### src/common/csg_pkg.sv
// Constants, register map and field layout of the clock/status/pin slice.
// Assumes one 40 MHz register clock; all other clocks arrive as pins.
//
// Behaviour
// - A write to the measure register starts a pixel edge count.
// - The interval lasts the written value times the oscillator period.
// - Reading the measure register returns the last interval's pixel count.
// - The pixel count saturates and holds at 0xff.
// - Status bit 4 shows dual-link mode, 0 for single-link.
// - Status bit 3 shows audio PLL lock.
// - Status bit 0 shows clock recovery lock.
// - In dual-link mode the lock bit needs both channels locked.
// - Local level drives the pin only when enabled, output and not remote.
// - Remote drive makes the pin an output carrying the remote value.
// - {dir,en}: 00 functional, 10 high-z, 01 GP output, 11 GP input.
// - With second port selected, pin 0 setup controls port two pin 0.
// - Register 0x1e sets pins 1 and 2, pin 2 level at bit 7.
// - Pin 2 remote, dir, enable at bits 6..4; pin 1 like pin 0.

package csg_pkg;

    // ----------------------------------------------------------------
    // Register offsets
    // ----------------------------------------------------------------
    localparam logic [7:0] PIXEL_CLOCK_MEASURE = 8'h1b;
    localparam logic [7:0] LINK_GENERAL_STATUS = 8'h1c;
    localparam logic [7:0] PIN0_SETUP = 8'h1d;
    localparam logic [7:0] PIN1_PIN2_SETUP = 8'h1e;
    localparam logic [7:0] IRQ_STATUS = 8'h30;
    localparam logic [7:0] IRQ_ENABLE = 8'h31;
    localparam logic [7:0] IRQ_CLEAR = 8'h32;
    localparam logic [7:0] PORT_CONTROL = 8'h33;
    localparam logic [7:0] PIN_LEVELS = 8'h34;

    // ----------------------------------------------------------------
    // Field positions and values
    // ----------------------------------------------------------------
    localparam int STS_LOCK_BIT = 0;
    localparam int STS_AUDIO_BIT = 3;
    localparam int STS_DUAL_BIT = 4;
    localparam int NIB_EN = 0;
    localparam int NIB_DIR = 1;
    localparam int NIB_REMOTE = 2;
    localparam int NIB_LEVEL = 3;
    localparam int PIN2_LSB = 4;
    localparam int REV_LSB = 4;
    localparam int IRQ_MEAS = 0;
    localparam int IRQ_LOCK = 1;
    localparam int IRQ_AUDIO = 2;
    localparam int IRQ_W = 3;
    localparam logic [1:0] MODE_FUNC = 2'h0;
    localparam logic [1:0] MODE_HIZ = 2'h2;
    localparam logic [1:0] MODE_GP_OUT = 2'h1;
    localparam logic [1:0] MODE_GP_IN = 2'h3;
    localparam logic [7:0] RESET_BYTE = 8'h00;
    localparam logic [7:0] COUNT_MAX = 8'hff;

    // ----------------------------------------------------------------
    // Timing
    // ----------------------------------------------------------------
    localparam int OSC_PERIOD_NS = 40;
    localparam int SYS_PERIOD_NS = 25;
    // Oscillator is sampled, so it must stay slower than half the clock
    localparam int OSC_MIN_CYC =
        (OSC_PERIOD_NS + SYS_PERIOD_NS - 1) / SYS_PERIOD_NS;

    typedef enum logic {MEAS_IDLE, MEAS_RUN} csg_meas_type;

endpackage : csg_pkg

### src/design/csg_pix_meter.sv
// Pixel clock meter: counts pixel edges over a number of oscillator periods.
// Both clocks are pins sampled by the register clock through two flops.

`timescale 1ns/100ps
`default_nettype none

module csg_pix_meter #(
    parameter int CW = 8
) (
    // Clock and reset
    input wire logic clk_i,
    input wire logic rst_n_i,
    // Sampled clocks
    input wire logic pix_clk_i,
    input wire logic osc_clk_i,
    // Control
    input wire logic start_i,
    input wire logic [CW-1:0] span_i,
    // Result
    output logic busy_o,
    output logic done_o,
    output logic [CW-1:0] count_o
);

    // ----------------------------------------------------------------
    // Synchronisers and edge detect
    // ----------------------------------------------------------------
    logic [2:0] pix_q;
    logic [2:0] osc_q;
    logic pix_rise;
    logic osc_rise;

    always_ff @(posedge clk_i or negedge rst_n_i) begin
        if (!rst_n_i) begin
            pix_q <= 3'h0;
            osc_q <= 3'h0;
        end else begin
            pix_q <= {pix_q[1:0], pix_clk_i};
            osc_q <= {osc_q[1:0], osc_clk_i};
        end
    end

    assign pix_rise = pix_q[1] & ~pix_q[2];
    assign osc_rise = osc_q[1] & ~osc_q[2];

    // ----------------------------------------------------------------
    // Interval state machine
    // ----------------------------------------------------------------
    csg_pkg::csg_meas_type state_q, state_d;
    logic [CW-1:0] left_q, left_d;
    logic [CW-1:0] count_q, count_d;
    logic done_q, done_d;
    logic sat;

    assign sat = (count_q == csg_pkg::COUNT_MAX[CW-1:0]);

    always_comb begin
        state_d = state_q;
        left_d = left_q;
        count_d = count_q;
        done_d = 1'b0;
        if (start_i) begin
            count_d = '0;
            left_d = span_i;
            if (span_i == '0) begin
                done_d = 1'b1;
                state_d = csg_pkg::MEAS_IDLE;
            end else begin
                state_d = csg_pkg::MEAS_RUN;
            end
        end else begin
            case (state_q)
                csg_pkg::MEAS_IDLE: begin
                    state_d = csg_pkg::MEAS_IDLE;
                end
                csg_pkg::MEAS_RUN: begin
                    if (pix_rise && !sat) begin
                        count_d = count_q + 1'b1;
                    end
                    if (osc_rise) begin
                        left_d = left_q - 1'b1;
                        if (left_q == {{(CW-1){1'b0}}, 1'b1}) begin
                            done_d = 1'b1;
                            state_d = csg_pkg::MEAS_IDLE;
                        end
                    end
                end
                default: begin
                    state_d = csg_pkg::MEAS_IDLE;
                end
            endcase
        end
    end

    always_ff @(posedge clk_i or negedge rst_n_i) begin
        if (!rst_n_i) begin
            state_q <= csg_pkg::MEAS_IDLE;
            left_q <= '0;
            count_q <= '0;
            done_q <= 1'b0;
        end else begin
            state_q <= state_d;
            left_q <= left_d;
            count_q <= count_d;
            done_q <= done_d;
        end
    end

    assign busy_o = (state_q == csg_pkg::MEAS_RUN);
    assign done_o = done_q;
    assign count_o = count_q;
endmodule // csg_pix_meter

`default_nettype wire

### src/design/csg_regs.sv
// Register slice: pixel clock meter, link status, pin setup, interrupts.
// Assumes a same-clock register port master; status and clocks are pins.
//
// The implementer's own choice: the strobed register port.

`timescale 1ns/100ps
`default_nettype none

module csg_regs #(
    parameter int NPORT = 2,
    parameter int NPIN = 3,
    // Arbitrary revision value
    parameter logic [3:0] REVISION_FIELD = 4'h1
) (
    // Clock and reset
    input wire logic SYS_CLK_I,
    input wire logic RSTN_I,
    // Register port
    input wire logic [7:0] ADDR_I,
    input wire logic [7:0] WDATA_I,
    input wire logic WR_I,
    input wire logic RD_I,
    output logic [7:0] RDATA_O,
    // Measured clocks
    input wire logic PIX_CLK_I,
    input wire logic OSC_CLK_I,
    // Link status pins
    input wire logic DUAL_LINK_I,
    input wire logic AUDIO_LOCK_I,
    input wire logic [1:0] CDR_LOCK_I,
    // Pin sources
    input wire logic [NPORT*NPIN-1:0] FUNC_OUT_I,
    input wire logic [NPORT*NPIN-1:0] REMOTE_LEVEL_I,
    // Pins
    input wire logic [NPORT*NPIN-1:0] PIN_IN_I,
    output logic [NPORT*NPIN-1:0] PIN_OUT_O,
    output logic [NPORT*NPIN-1:0] PIN_OE_O,
    // Interrupt
    output logic IRQ_O
);

    localparam int NP = NPORT * NPIN;

    // ----------------------------------------------------------------
    // Input synchronisers
    // ----------------------------------------------------------------
    logic [3:0] sts_s1_q;
    logic [3:0] sts_s2_q;
    logic [NP-1:0] pin_s1_q;
    logic [NP-1:0] pin_s2_q;

    always_ff @(posedge SYS_CLK_I or negedge RSTN_I) begin
        if (!RSTN_I) begin
            sts_s1_q <= 4'h0;
            sts_s2_q <= 4'h0;
            pin_s1_q <= '0;
            pin_s2_q <= '0;
        end else begin
            sts_s1_q <= {DUAL_LINK_I, AUDIO_LOCK_I, CDR_LOCK_I};
            sts_s2_q <= sts_s1_q;
            pin_s1_q <= PIN_IN_I;
            pin_s2_q <= pin_s1_q;
        end
    end

    logic dual_link;
    logic audio_lock;
    logic link_lock;

    assign dual_link = sts_s2_q[3];
    assign audio_lock = sts_s2_q[2];
    // Dual link needs both channels, single link only the first
    assign link_lock = dual_link ? &sts_s2_q[1:0] : sts_s2_q[0];

    // ----------------------------------------------------------------
    // Decode
    // ----------------------------------------------------------------
    logic wr_meas;
    logic wr_pin0;
    logic wr_pin12;
    logic wr_ien;
    logic wr_iclr;
    logic wr_port;

    assign wr_meas = WR_I && (ADDR_I == csg_pkg::PIXEL_CLOCK_MEASURE);
    assign wr_pin0 = WR_I && (ADDR_I == csg_pkg::PIN0_SETUP);
    assign wr_pin12 = WR_I && (ADDR_I == csg_pkg::PIN1_PIN2_SETUP);
    assign wr_ien = WR_I && (ADDR_I == csg_pkg::IRQ_ENABLE);
    assign wr_iclr = WR_I && (ADDR_I == csg_pkg::IRQ_CLEAR);
    assign wr_port = WR_I && (ADDR_I == csg_pkg::PORT_CONTROL);

    // ----------------------------------------------------------------
    // Pixel clock meter
    // ----------------------------------------------------------------
    logic meas_busy;
    logic meas_done;
    logic [7:0] meas_count;

    csg_pix_meter #(
        .CW(8)
    ) u_meter (
        .clk_i(SYS_CLK_I),
        .rst_n_i(RSTN_I),
        .pix_clk_i(PIX_CLK_I),
        .osc_clk_i(OSC_CLK_I),
        .start_i(wr_meas),
        .span_i(WDATA_I),
        .busy_o(meas_busy),
        .done_o(meas_done),
        .count_o(meas_count)
    );

    // ----------------------------------------------------------------
    // Setup registers, one copy per port
    // ----------------------------------------------------------------
    logic port_sel_q, port_sel_d;
    logic [3:0] cfg0_q [NPORT];
    logic [3:0] cfg0_d [NPORT];
    logic [7:0] cfg12_q [NPORT];
    logic [7:0] cfg12_d [NPORT];

    always_comb begin
        port_sel_d = port_sel_q;
        cfg0_d = cfg0_q;
        cfg12_d = cfg12_q;
        if (wr_port) begin
            port_sel_d = WDATA_I[0];
        end
        // Writes land in the copy of the selected port only
        if (wr_pin0) begin
            cfg0_d[port_sel_q] = WDATA_I[3:0];
        end
        if (wr_pin12) begin
            cfg12_d[port_sel_q] = WDATA_I;
        end
    end

    always_ff @(posedge SYS_CLK_I or negedge RSTN_I) begin
        if (!RSTN_I) begin
            port_sel_q <= 1'b0;
            for (int p = 0; p < NPORT; p++) begin
                cfg0_q[p] <= csg_pkg::RESET_BYTE[3:0];
                cfg12_q[p] <= csg_pkg::RESET_BYTE;
            end
        end else begin
            port_sel_q <= port_sel_d;
            cfg0_q <= cfg0_d;
            cfg12_q <= cfg12_d;
        end
    end

    // ----------------------------------------------------------------
    // Pin drivers
    // ----------------------------------------------------------------
    logic [NP-1:0] pin_out_d;
    logic [NP-1:0] pin_oe_d;
    logic [NP-1:0] pin_out_q;
    logic [NP-1:0] pin_oe_q;

    genvar gp;
    generate
        for (gp = 0; gp < NP; gp++) begin : g_pin
            localparam int PORT = gp / NPIN;
            localparam int IDX = gp % NPIN;
            logic [3:0] nib;
            logic [1:0] mode;
            if (IDX == 0) begin : g_p0
                assign nib = cfg0_q[PORT];
            end else if (IDX == 1) begin : g_p1
                assign nib = cfg12_q[PORT][3:0];
            end else begin : g_p2
                assign nib = cfg12_q[PORT][csg_pkg::PIN2_LSB+:4];
            end
            assign mode = {nib[csg_pkg::NIB_DIR], nib[csg_pkg::NIB_EN]};
            always_comb begin
                pin_out_d[gp] = 1'b0;
                pin_oe_d[gp] = 1'b0;
                if (nib[csg_pkg::NIB_REMOTE]) begin
                    // Remote drive wins over every local mode
                    pin_out_d[gp] = REMOTE_LEVEL_I[gp];
                    pin_oe_d[gp] = 1'b1;
                end else begin
                    case (mode)
                        csg_pkg::MODE_FUNC: begin
                            pin_out_d[gp] = FUNC_OUT_I[gp];
                            pin_oe_d[gp] = 1'b1;
                        end
                        csg_pkg::MODE_GP_OUT: begin
                            pin_out_d[gp] = nib[csg_pkg::NIB_LEVEL];
                            pin_oe_d[gp] = 1'b1;
                        end
                        csg_pkg::MODE_HIZ: begin
                            pin_oe_d[gp] = 1'b0;
                        end
                        csg_pkg::MODE_GP_IN: begin
                            pin_oe_d[gp] = 1'b0;
                        end
                        default: begin
                            pin_oe_d[gp] = 1'b0;
                        end
                    endcase
                end
            end
        end
    endgenerate

    always_ff @(posedge SYS_CLK_I or negedge RSTN_I) begin
        if (!RSTN_I) begin
            pin_out_q <= '0;
            pin_oe_q <= '0;
        end else begin
            pin_out_q <= pin_out_d;
            pin_oe_q <= pin_oe_d;
        end
    end

    assign PIN_OUT_O = pin_out_q;
    assign PIN_OE_O = pin_oe_q;

    // ----------------------------------------------------------------
    // Interrupts
    // ----------------------------------------------------------------
    logic [csg_pkg::IRQ_W-1:0] irq_sts_q, irq_sts_d;
    logic [csg_pkg::IRQ_W-1:0] irq_en_q, irq_en_d;
    logic [csg_pkg::IRQ_W-1:0] irq_evt;
    logic lock_q;
    logic audio_q;

    assign irq_evt[csg_pkg::IRQ_MEAS] = meas_done;
    assign irq_evt[csg_pkg::IRQ_LOCK] = link_lock ^ lock_q;
    assign irq_evt[csg_pkg::IRQ_AUDIO] = audio_lock ^ audio_q;

    always_comb begin
        irq_en_d = irq_en_q;
        irq_sts_d = irq_sts_q;
        if (wr_ien) begin
            irq_en_d = WDATA_I[csg_pkg::IRQ_W-1:0];
        end
        if (wr_iclr) begin
            irq_sts_d = irq_sts_d & ~WDATA_I[csg_pkg::IRQ_W-1:0];
        end
        // A new event beats a clear in the same cycle
        irq_sts_d = irq_sts_d | irq_evt;
    end

    always_ff @(posedge SYS_CLK_I or negedge RSTN_I) begin
        if (!RSTN_I) begin
            irq_sts_q <= '0;
            irq_en_q <= '0;
            lock_q <= 1'b0;
            audio_q <= 1'b0;
        end else begin
            irq_sts_q <= irq_sts_d;
            irq_en_q <= irq_en_d;
            lock_q <= link_lock;
            audio_q <= audio_lock;
        end
    end

    assign IRQ_O = |(irq_sts_q & irq_en_q);

    // ----------------------------------------------------------------
    // Read port
    // ----------------------------------------------------------------
    logic [7:0] rdata_q, rdata_d;
    logic [7:0] status_byte;

    always_comb begin
        status_byte = csg_pkg::RESET_BYTE;
        status_byte[csg_pkg::STS_DUAL_BIT] = dual_link;
        status_byte[csg_pkg::STS_AUDIO_BIT] = audio_lock;
        status_byte[csg_pkg::STS_LOCK_BIT] = link_lock;
    end

    always_comb begin
        rdata_d = csg_pkg::RESET_BYTE;
        if (RD_I) begin
            case (ADDR_I)
                csg_pkg::PIXEL_CLOCK_MEASURE: rdata_d = meas_count;
                csg_pkg::LINK_GENERAL_STATUS: rdata_d = status_byte;
                csg_pkg::PIN0_SETUP:
                    rdata_d = {REVISION_FIELD, cfg0_q[port_sel_q]};
                csg_pkg::PIN1_PIN2_SETUP: rdata_d = cfg12_q[port_sel_q];
                csg_pkg::IRQ_STATUS: rdata_d = 8'(irq_sts_q);
                csg_pkg::IRQ_ENABLE: rdata_d = 8'(irq_en_q);
                csg_pkg::PORT_CONTROL: rdata_d = {meas_busy, 6'h00,
                                                  port_sel_q};
                csg_pkg::PIN_LEVELS: rdata_d = 8'(pin_s2_q);
                default: rdata_d = csg_pkg::RESET_BYTE;
            endcase
        end
    end

    always_ff @(posedge SYS_CLK_I or negedge RSTN_I) begin
        if (!RSTN_I) begin
            rdata_q <= csg_pkg::RESET_BYTE;
        end else begin
            rdata_q <= rdata_d;
        end
    end

    assign RDATA_O = rdata_q;
endmodule // csg_regs

`default_nettype wire

### config.mk
export PLATFORM = sky130hd
export DESIGN_NAME = csg_regs
export DESIGN_NICKNAME = d
export VERILOG_FILES = /design/src/common/csg_pkg.sv /design/src/design/csg_pix_meter.sv /design/src/design/csg_regs.sv
export SDC_FILE = /design/constraint.sdc
export NUM_CORES = 1
export LEC_CHECK = 0
export ABC_AREA = 1
export ABC_CLOCK_PERIOD_IN_PS = 2400
export BUFFER_PORTS_ARGS = -buffer_cell sky130_fd_sc_hd__buf_2
export CAP_MARGIN = 20
export CORE_MARGIN = 5
export CORE_UTILIZATION = 61
export DETAILED_ROUTE_END_ITERATION = 10
export GPL_TIMING_DRIVEN = 0
export PLACE_DENSITY = 0.95
export SLEW_MARGIN = 20
export SYNTH_ARGS = -nofsm -noshare
export SYNTH_HDL_FRONTEND = slang
export SYNTH_SLANG_ARGS = --single-unit
### constraint.sdc
create_clock -name SYS_CLK_I -period 2.4 [get_ports SYS_CLK_I]
set_input_delay 0.12 -clock SYS_CLK_I [delete_from_list [all_inputs] [get_ports SYS_CLK_I]]
set_output_delay 0.12 -clock SYS_CLK_I [all_outputs]
set_load 0.05 [all_outputs]
==> results.sh <==
export IMPL_start_kind="register"
export IMPL_synth_net_count=555
export IMPL_p_int_mw=2.52
export IMPL_first_iter_violations=310
export IMPL_ir_drop_uv=395
export IMPL_postCtsSetupBuffers=0
export IMPL_ctsRootBufferMaster="clkbuf_8"
export IMPL_timing_worst_setup_path_type="register to register"
export IMPL_worst_setup_path_end_kind="register"
export IMPL_fp_dieH_um=95.9
export IMPL_coreArea_mm2=0.00721
export IMPL_antenna_found_initial=0
export IMPL_synth_seq_area_share=0.539
export IMPL_cts_num_sinks=97
export IMPL_tns_ns=0
export IMPL_slowest_delay_ns=0.42
export IMPL_die_area_mm2=0.00920
export IMPL_ctsResizeCount=0
export IMPL_finalHoldViolCount=0
export IMPL_cts_path_max_buffers=2
export IMPL_slowest_stage="dfrtp_1"
export IMPL_drt_pass1_iter_count=5
export IMPL_fmaxAchievable_ghz=0.635
export IMPL_n_antenna_cell=0
export IMPL_cp_required_ns=2.69
export IMPL_cts_tree="yes"
export IMPL_grt_pass1_wl_mm=17.1
export IMPL_max_cap_violations=0
export IMPL_grt_overflow_total=0
export IMPL_ff2ff_setup_slack_ns=0.82
export IMPL_grt_max_degree=68
export IMPL_grt_pass1_vias=3729
export IMPL_synthCells=508
export IMPL_synthDistinctLibCells=33
export IMPL_htreeDepth=3
export IMPL_drt_total_wl_mm=10.4
export IMPL_nets=653
export IMPL_tightest_slew_ns=0.509
export IMPL_period_needed_ns=1.58
export IMPL_p_switching_mw=0.939
export IMPL_ys_top_cells_by_area="dfrtp_1, nand2_1, nand3_1"
export IMPL_area_growth_pct=20.6
export IMPL_p_sw_frac=0.271
export IMPL_via_count=3802
export IMPL_arrival_ns=1.86
export IMPL_synth_area_mm2=0.00450
export IMPL_skew_ns=0.0174
export IMPL_die_x_um=95.9
export IMPL_fin_crit_sh=0.656
export IMPL_pin_count=65
export IMPL_syn_area_per_cell_um2=8.86
export IMPL_drv_slew=0
export IMPL_p_leak_nw=2.69
export IMPL_hold_path_class="input pin to register"
export IMPL_start_util=0.624
export IMPL_rsz0062_at_grt="false"
export IMPL_ys_warn_count=0
export IMPL_insertion_delay_ns=0.36
export IMPL_crit_start="u_meter.count_o[0]"
export IMPL_crit_path_frequent_cell="nand3_1"
export IMPL_r2r_cells=6
export IMPL_numCtsBuffers=9
export IMPL_place_area_mm2=0.00498
export IMPL_synth_top_area_frac=0.539
export IMPL_gr_usage_all_layers=0.242
export IMPL_power_frac_comb=0.140
export IMPL_power_frac_clock=0.342
export IMPL_rr_endpoint="u_meter.count_o[4]"
export IMPL_viasPerCell=5.35
export IMPL_pwr_share_seq=0.517
export IMPL_path_delay_family="simple AND/OR/NAND/NOR gates"
export IMPL_drc_errors=0
export IMPL_final_setup_viol_count=0
export IMPL_synth_top_cell_by_area="dfrtp_1"
export IMPL_dp_hpwl_mm=7.48
export IMPL_ys_ff_latch=97
export IMPL_clk_pin_slew_worst_paths_ns=0.10
export IMPL_port_buffers=64
export IMPL_crit_end="u_meter.count_o[4]"
export IMPL_status="finished, final reports clean"
export IMPL_worst_path_stages=6
export IMPL_drive_gt1_frac=0.221
export IMPL_cp_buffers_inverters=0
export IMPL_crit_chain="ha_1 > nand3_1 > nor2_1 > a31oi_1 > nand3_1 > nand2_1"
export IMPL_rows=31
export IMPL_final_area_mm2=0.00543
export IMPL_globalplace_congestion=0.918
export IMPL_powerDensity_mw_per_mm2=637
export IMPL_routedWlPerCell_um=14.6
export IMPL_ant_nets=0
export IMPL_path_max_fanout=6
export IMPL_regToRegStartpoint="u_meter.count_o[0]"
export IMPL_relSlewSlack=0.658
-- how the worst min path moves through the flow --
stage,slack [ns],start,depth (start not counted),to
after floorplan,-0.18,RSTN_I,0,PIN_OE_O[0]
after global placement,0.23,CDR_LOCK_I[0],1,sts_s1_q[0]
after detailed placement,0.02,RSTN_I,1,u_meter.left_q[5]
after CTS,0.004,RD_I,3,RDATA_O[7]
after global routing,0.01,WDATA_I[0],3,u_meter.left_q[0]
final,0.007,RD_I,3,RDATA_O[7]
-- layer usage --
layer / GRT usage / wire (um) / vias up
li1: - / - / 1843
met1: 0.317 / 4310 / 1801
met2: 0.411 / 5180 / 128
met3: 0.0266 / 577 / 30
met4: 0.101 / 301 / 0
met5: 0 / 0 / -
-- power groups by stage --
stage | registers, mW | clock network [mW] | logic, mW
after CTS | 1.79 | 1.20 | 0.484
after detailed placement | 1.82 | 0 | 0.454
after floorplan | 1.85 | 0 | 0.252
after global placement | 1.81 | 0 | 0.430
after global routing | 1.80 | 1.27 | 0.544
final | 1.79 | 1.18 | 0.485
-- worst min-delay path: cells and delay by family --
kind | cells | cell delay [ns]
buf+inv | 2 | 0.17
simple gates | 1 | 0.06
-- cells in the mapped netlist, drive strengths merged --
library cell  number
a211oi             2
a21boi             1
a21oi              6
a31oi              1
buf               12
clkinv             1
dfrtp             97
ha                 3
inv               57
nand2            140
nand3             76
nand3b             2
nand4              5
nor2              41
nor3               2
o2111ai            3
o211ai             1
o21ai             48
o41ai              1
xnor2              2
xor2               7
-- cells in the final DEF (no fill, tap or decap), types with 2 or more instances in the layout --
cell	n
xor2_1	7
nand3b_1	2
nand2_2	5
nor2_1	34
a21oi_2	2
xnor2_1	2
o21ai_2	17
o21ai_0	22
nor3_1	2
dlygate4sd3_1	22
buf_4	2
o2111ai_1	3
nand3_2	3
nand3_1	73
a21oi_1	4
nor2_2	2
bufinv_16	2
clkbuf_8	10
buf_6	6
nand4_1	5
nand2_4	4
dfrtp_1	97
inv_2	3
ha_1	3
inv_1	54
buf_2	68
nor2_4	4
a211oi_1	2
clkinv_4	2
o21ai_1	9
nand2_1	131
-- state kept, by name, summed over array words and instances (netlist names) --
name / flops
u_meter.done_o: 1
irq_en_q: 3
g_pin.nib: 8
pin_s2_q: 6
u_meter.count_o: 8
cfg12_q: 16
RDATA_O: 8
PIN_OE_O: 6
u_meter.osc_q: 3
audio_q: 1
u_meter.left_q: 8
port_sel_q: 1
sts_s1_q: 4
irq_sts_q: 3
u_meter.busy_o: 1
sts_s2_q: 4
PIN_OUT_O: 6
pin_s1_q: 6
u_meter.pix_q: 3
lock_q: 1
-- kinds of logic (layout without fill, tap and decap cells) --
kind of cell / after synthesis / count (layout) / share of synthesized area
and+or+nand+nor: 266 / 266 / 0.272
buffers and inverters: 70 / 173 / 0.0700
AOI/OAI and AO/OA: 63 / 63 / 0.0928
xor gates and xnor gates: 9 / 9 / 0.0175
DFF: 97 / 97 / 0.539
adders and majority gates: 3 / 3 / 0.00834
-- through the flow --
step                cells  setup WS, ns  hold slack [ns]  utilization  total power, mW
floorplan             508          1.08           -0.176            -             2.10
global placement      671         0.336            0.227        0.686             2.24
detailed placement    672         0.856           0.0196        0.690             2.27
CTS                   710         0.847          0.00446        0.752             3.47
global route          710         0.638          0.00967        0.752             3.62
finish                710         0.825          0.00693        0.752             3.46
-- final cells by class --
| cell class | count | area [um2] |
|---|---|---|
| clock buffers | 11 | 141 |
| flip-flops and latches | 97 | 2430 |
| fillers | 535 | 1790 |
| multi-input cells | 341 | 1760 |
| clock inverters | 5 | 86.3 |
| repair buffers | 87 | 574 |
| inverters | 58 | 219 |
| well taps | 99 | 124 |
| plain buffers | 12 | 96.3 |
-- timing repair --
| item | 4_1_cts | 5_1_grt |
|---|---|---|
| endpoints found under the hold margin | 67 | 0 |
| setup endpoints to repair | 0 | 0 |
| hold buffers | 22 | 0 |
Power figures use the tool's default switching activity.
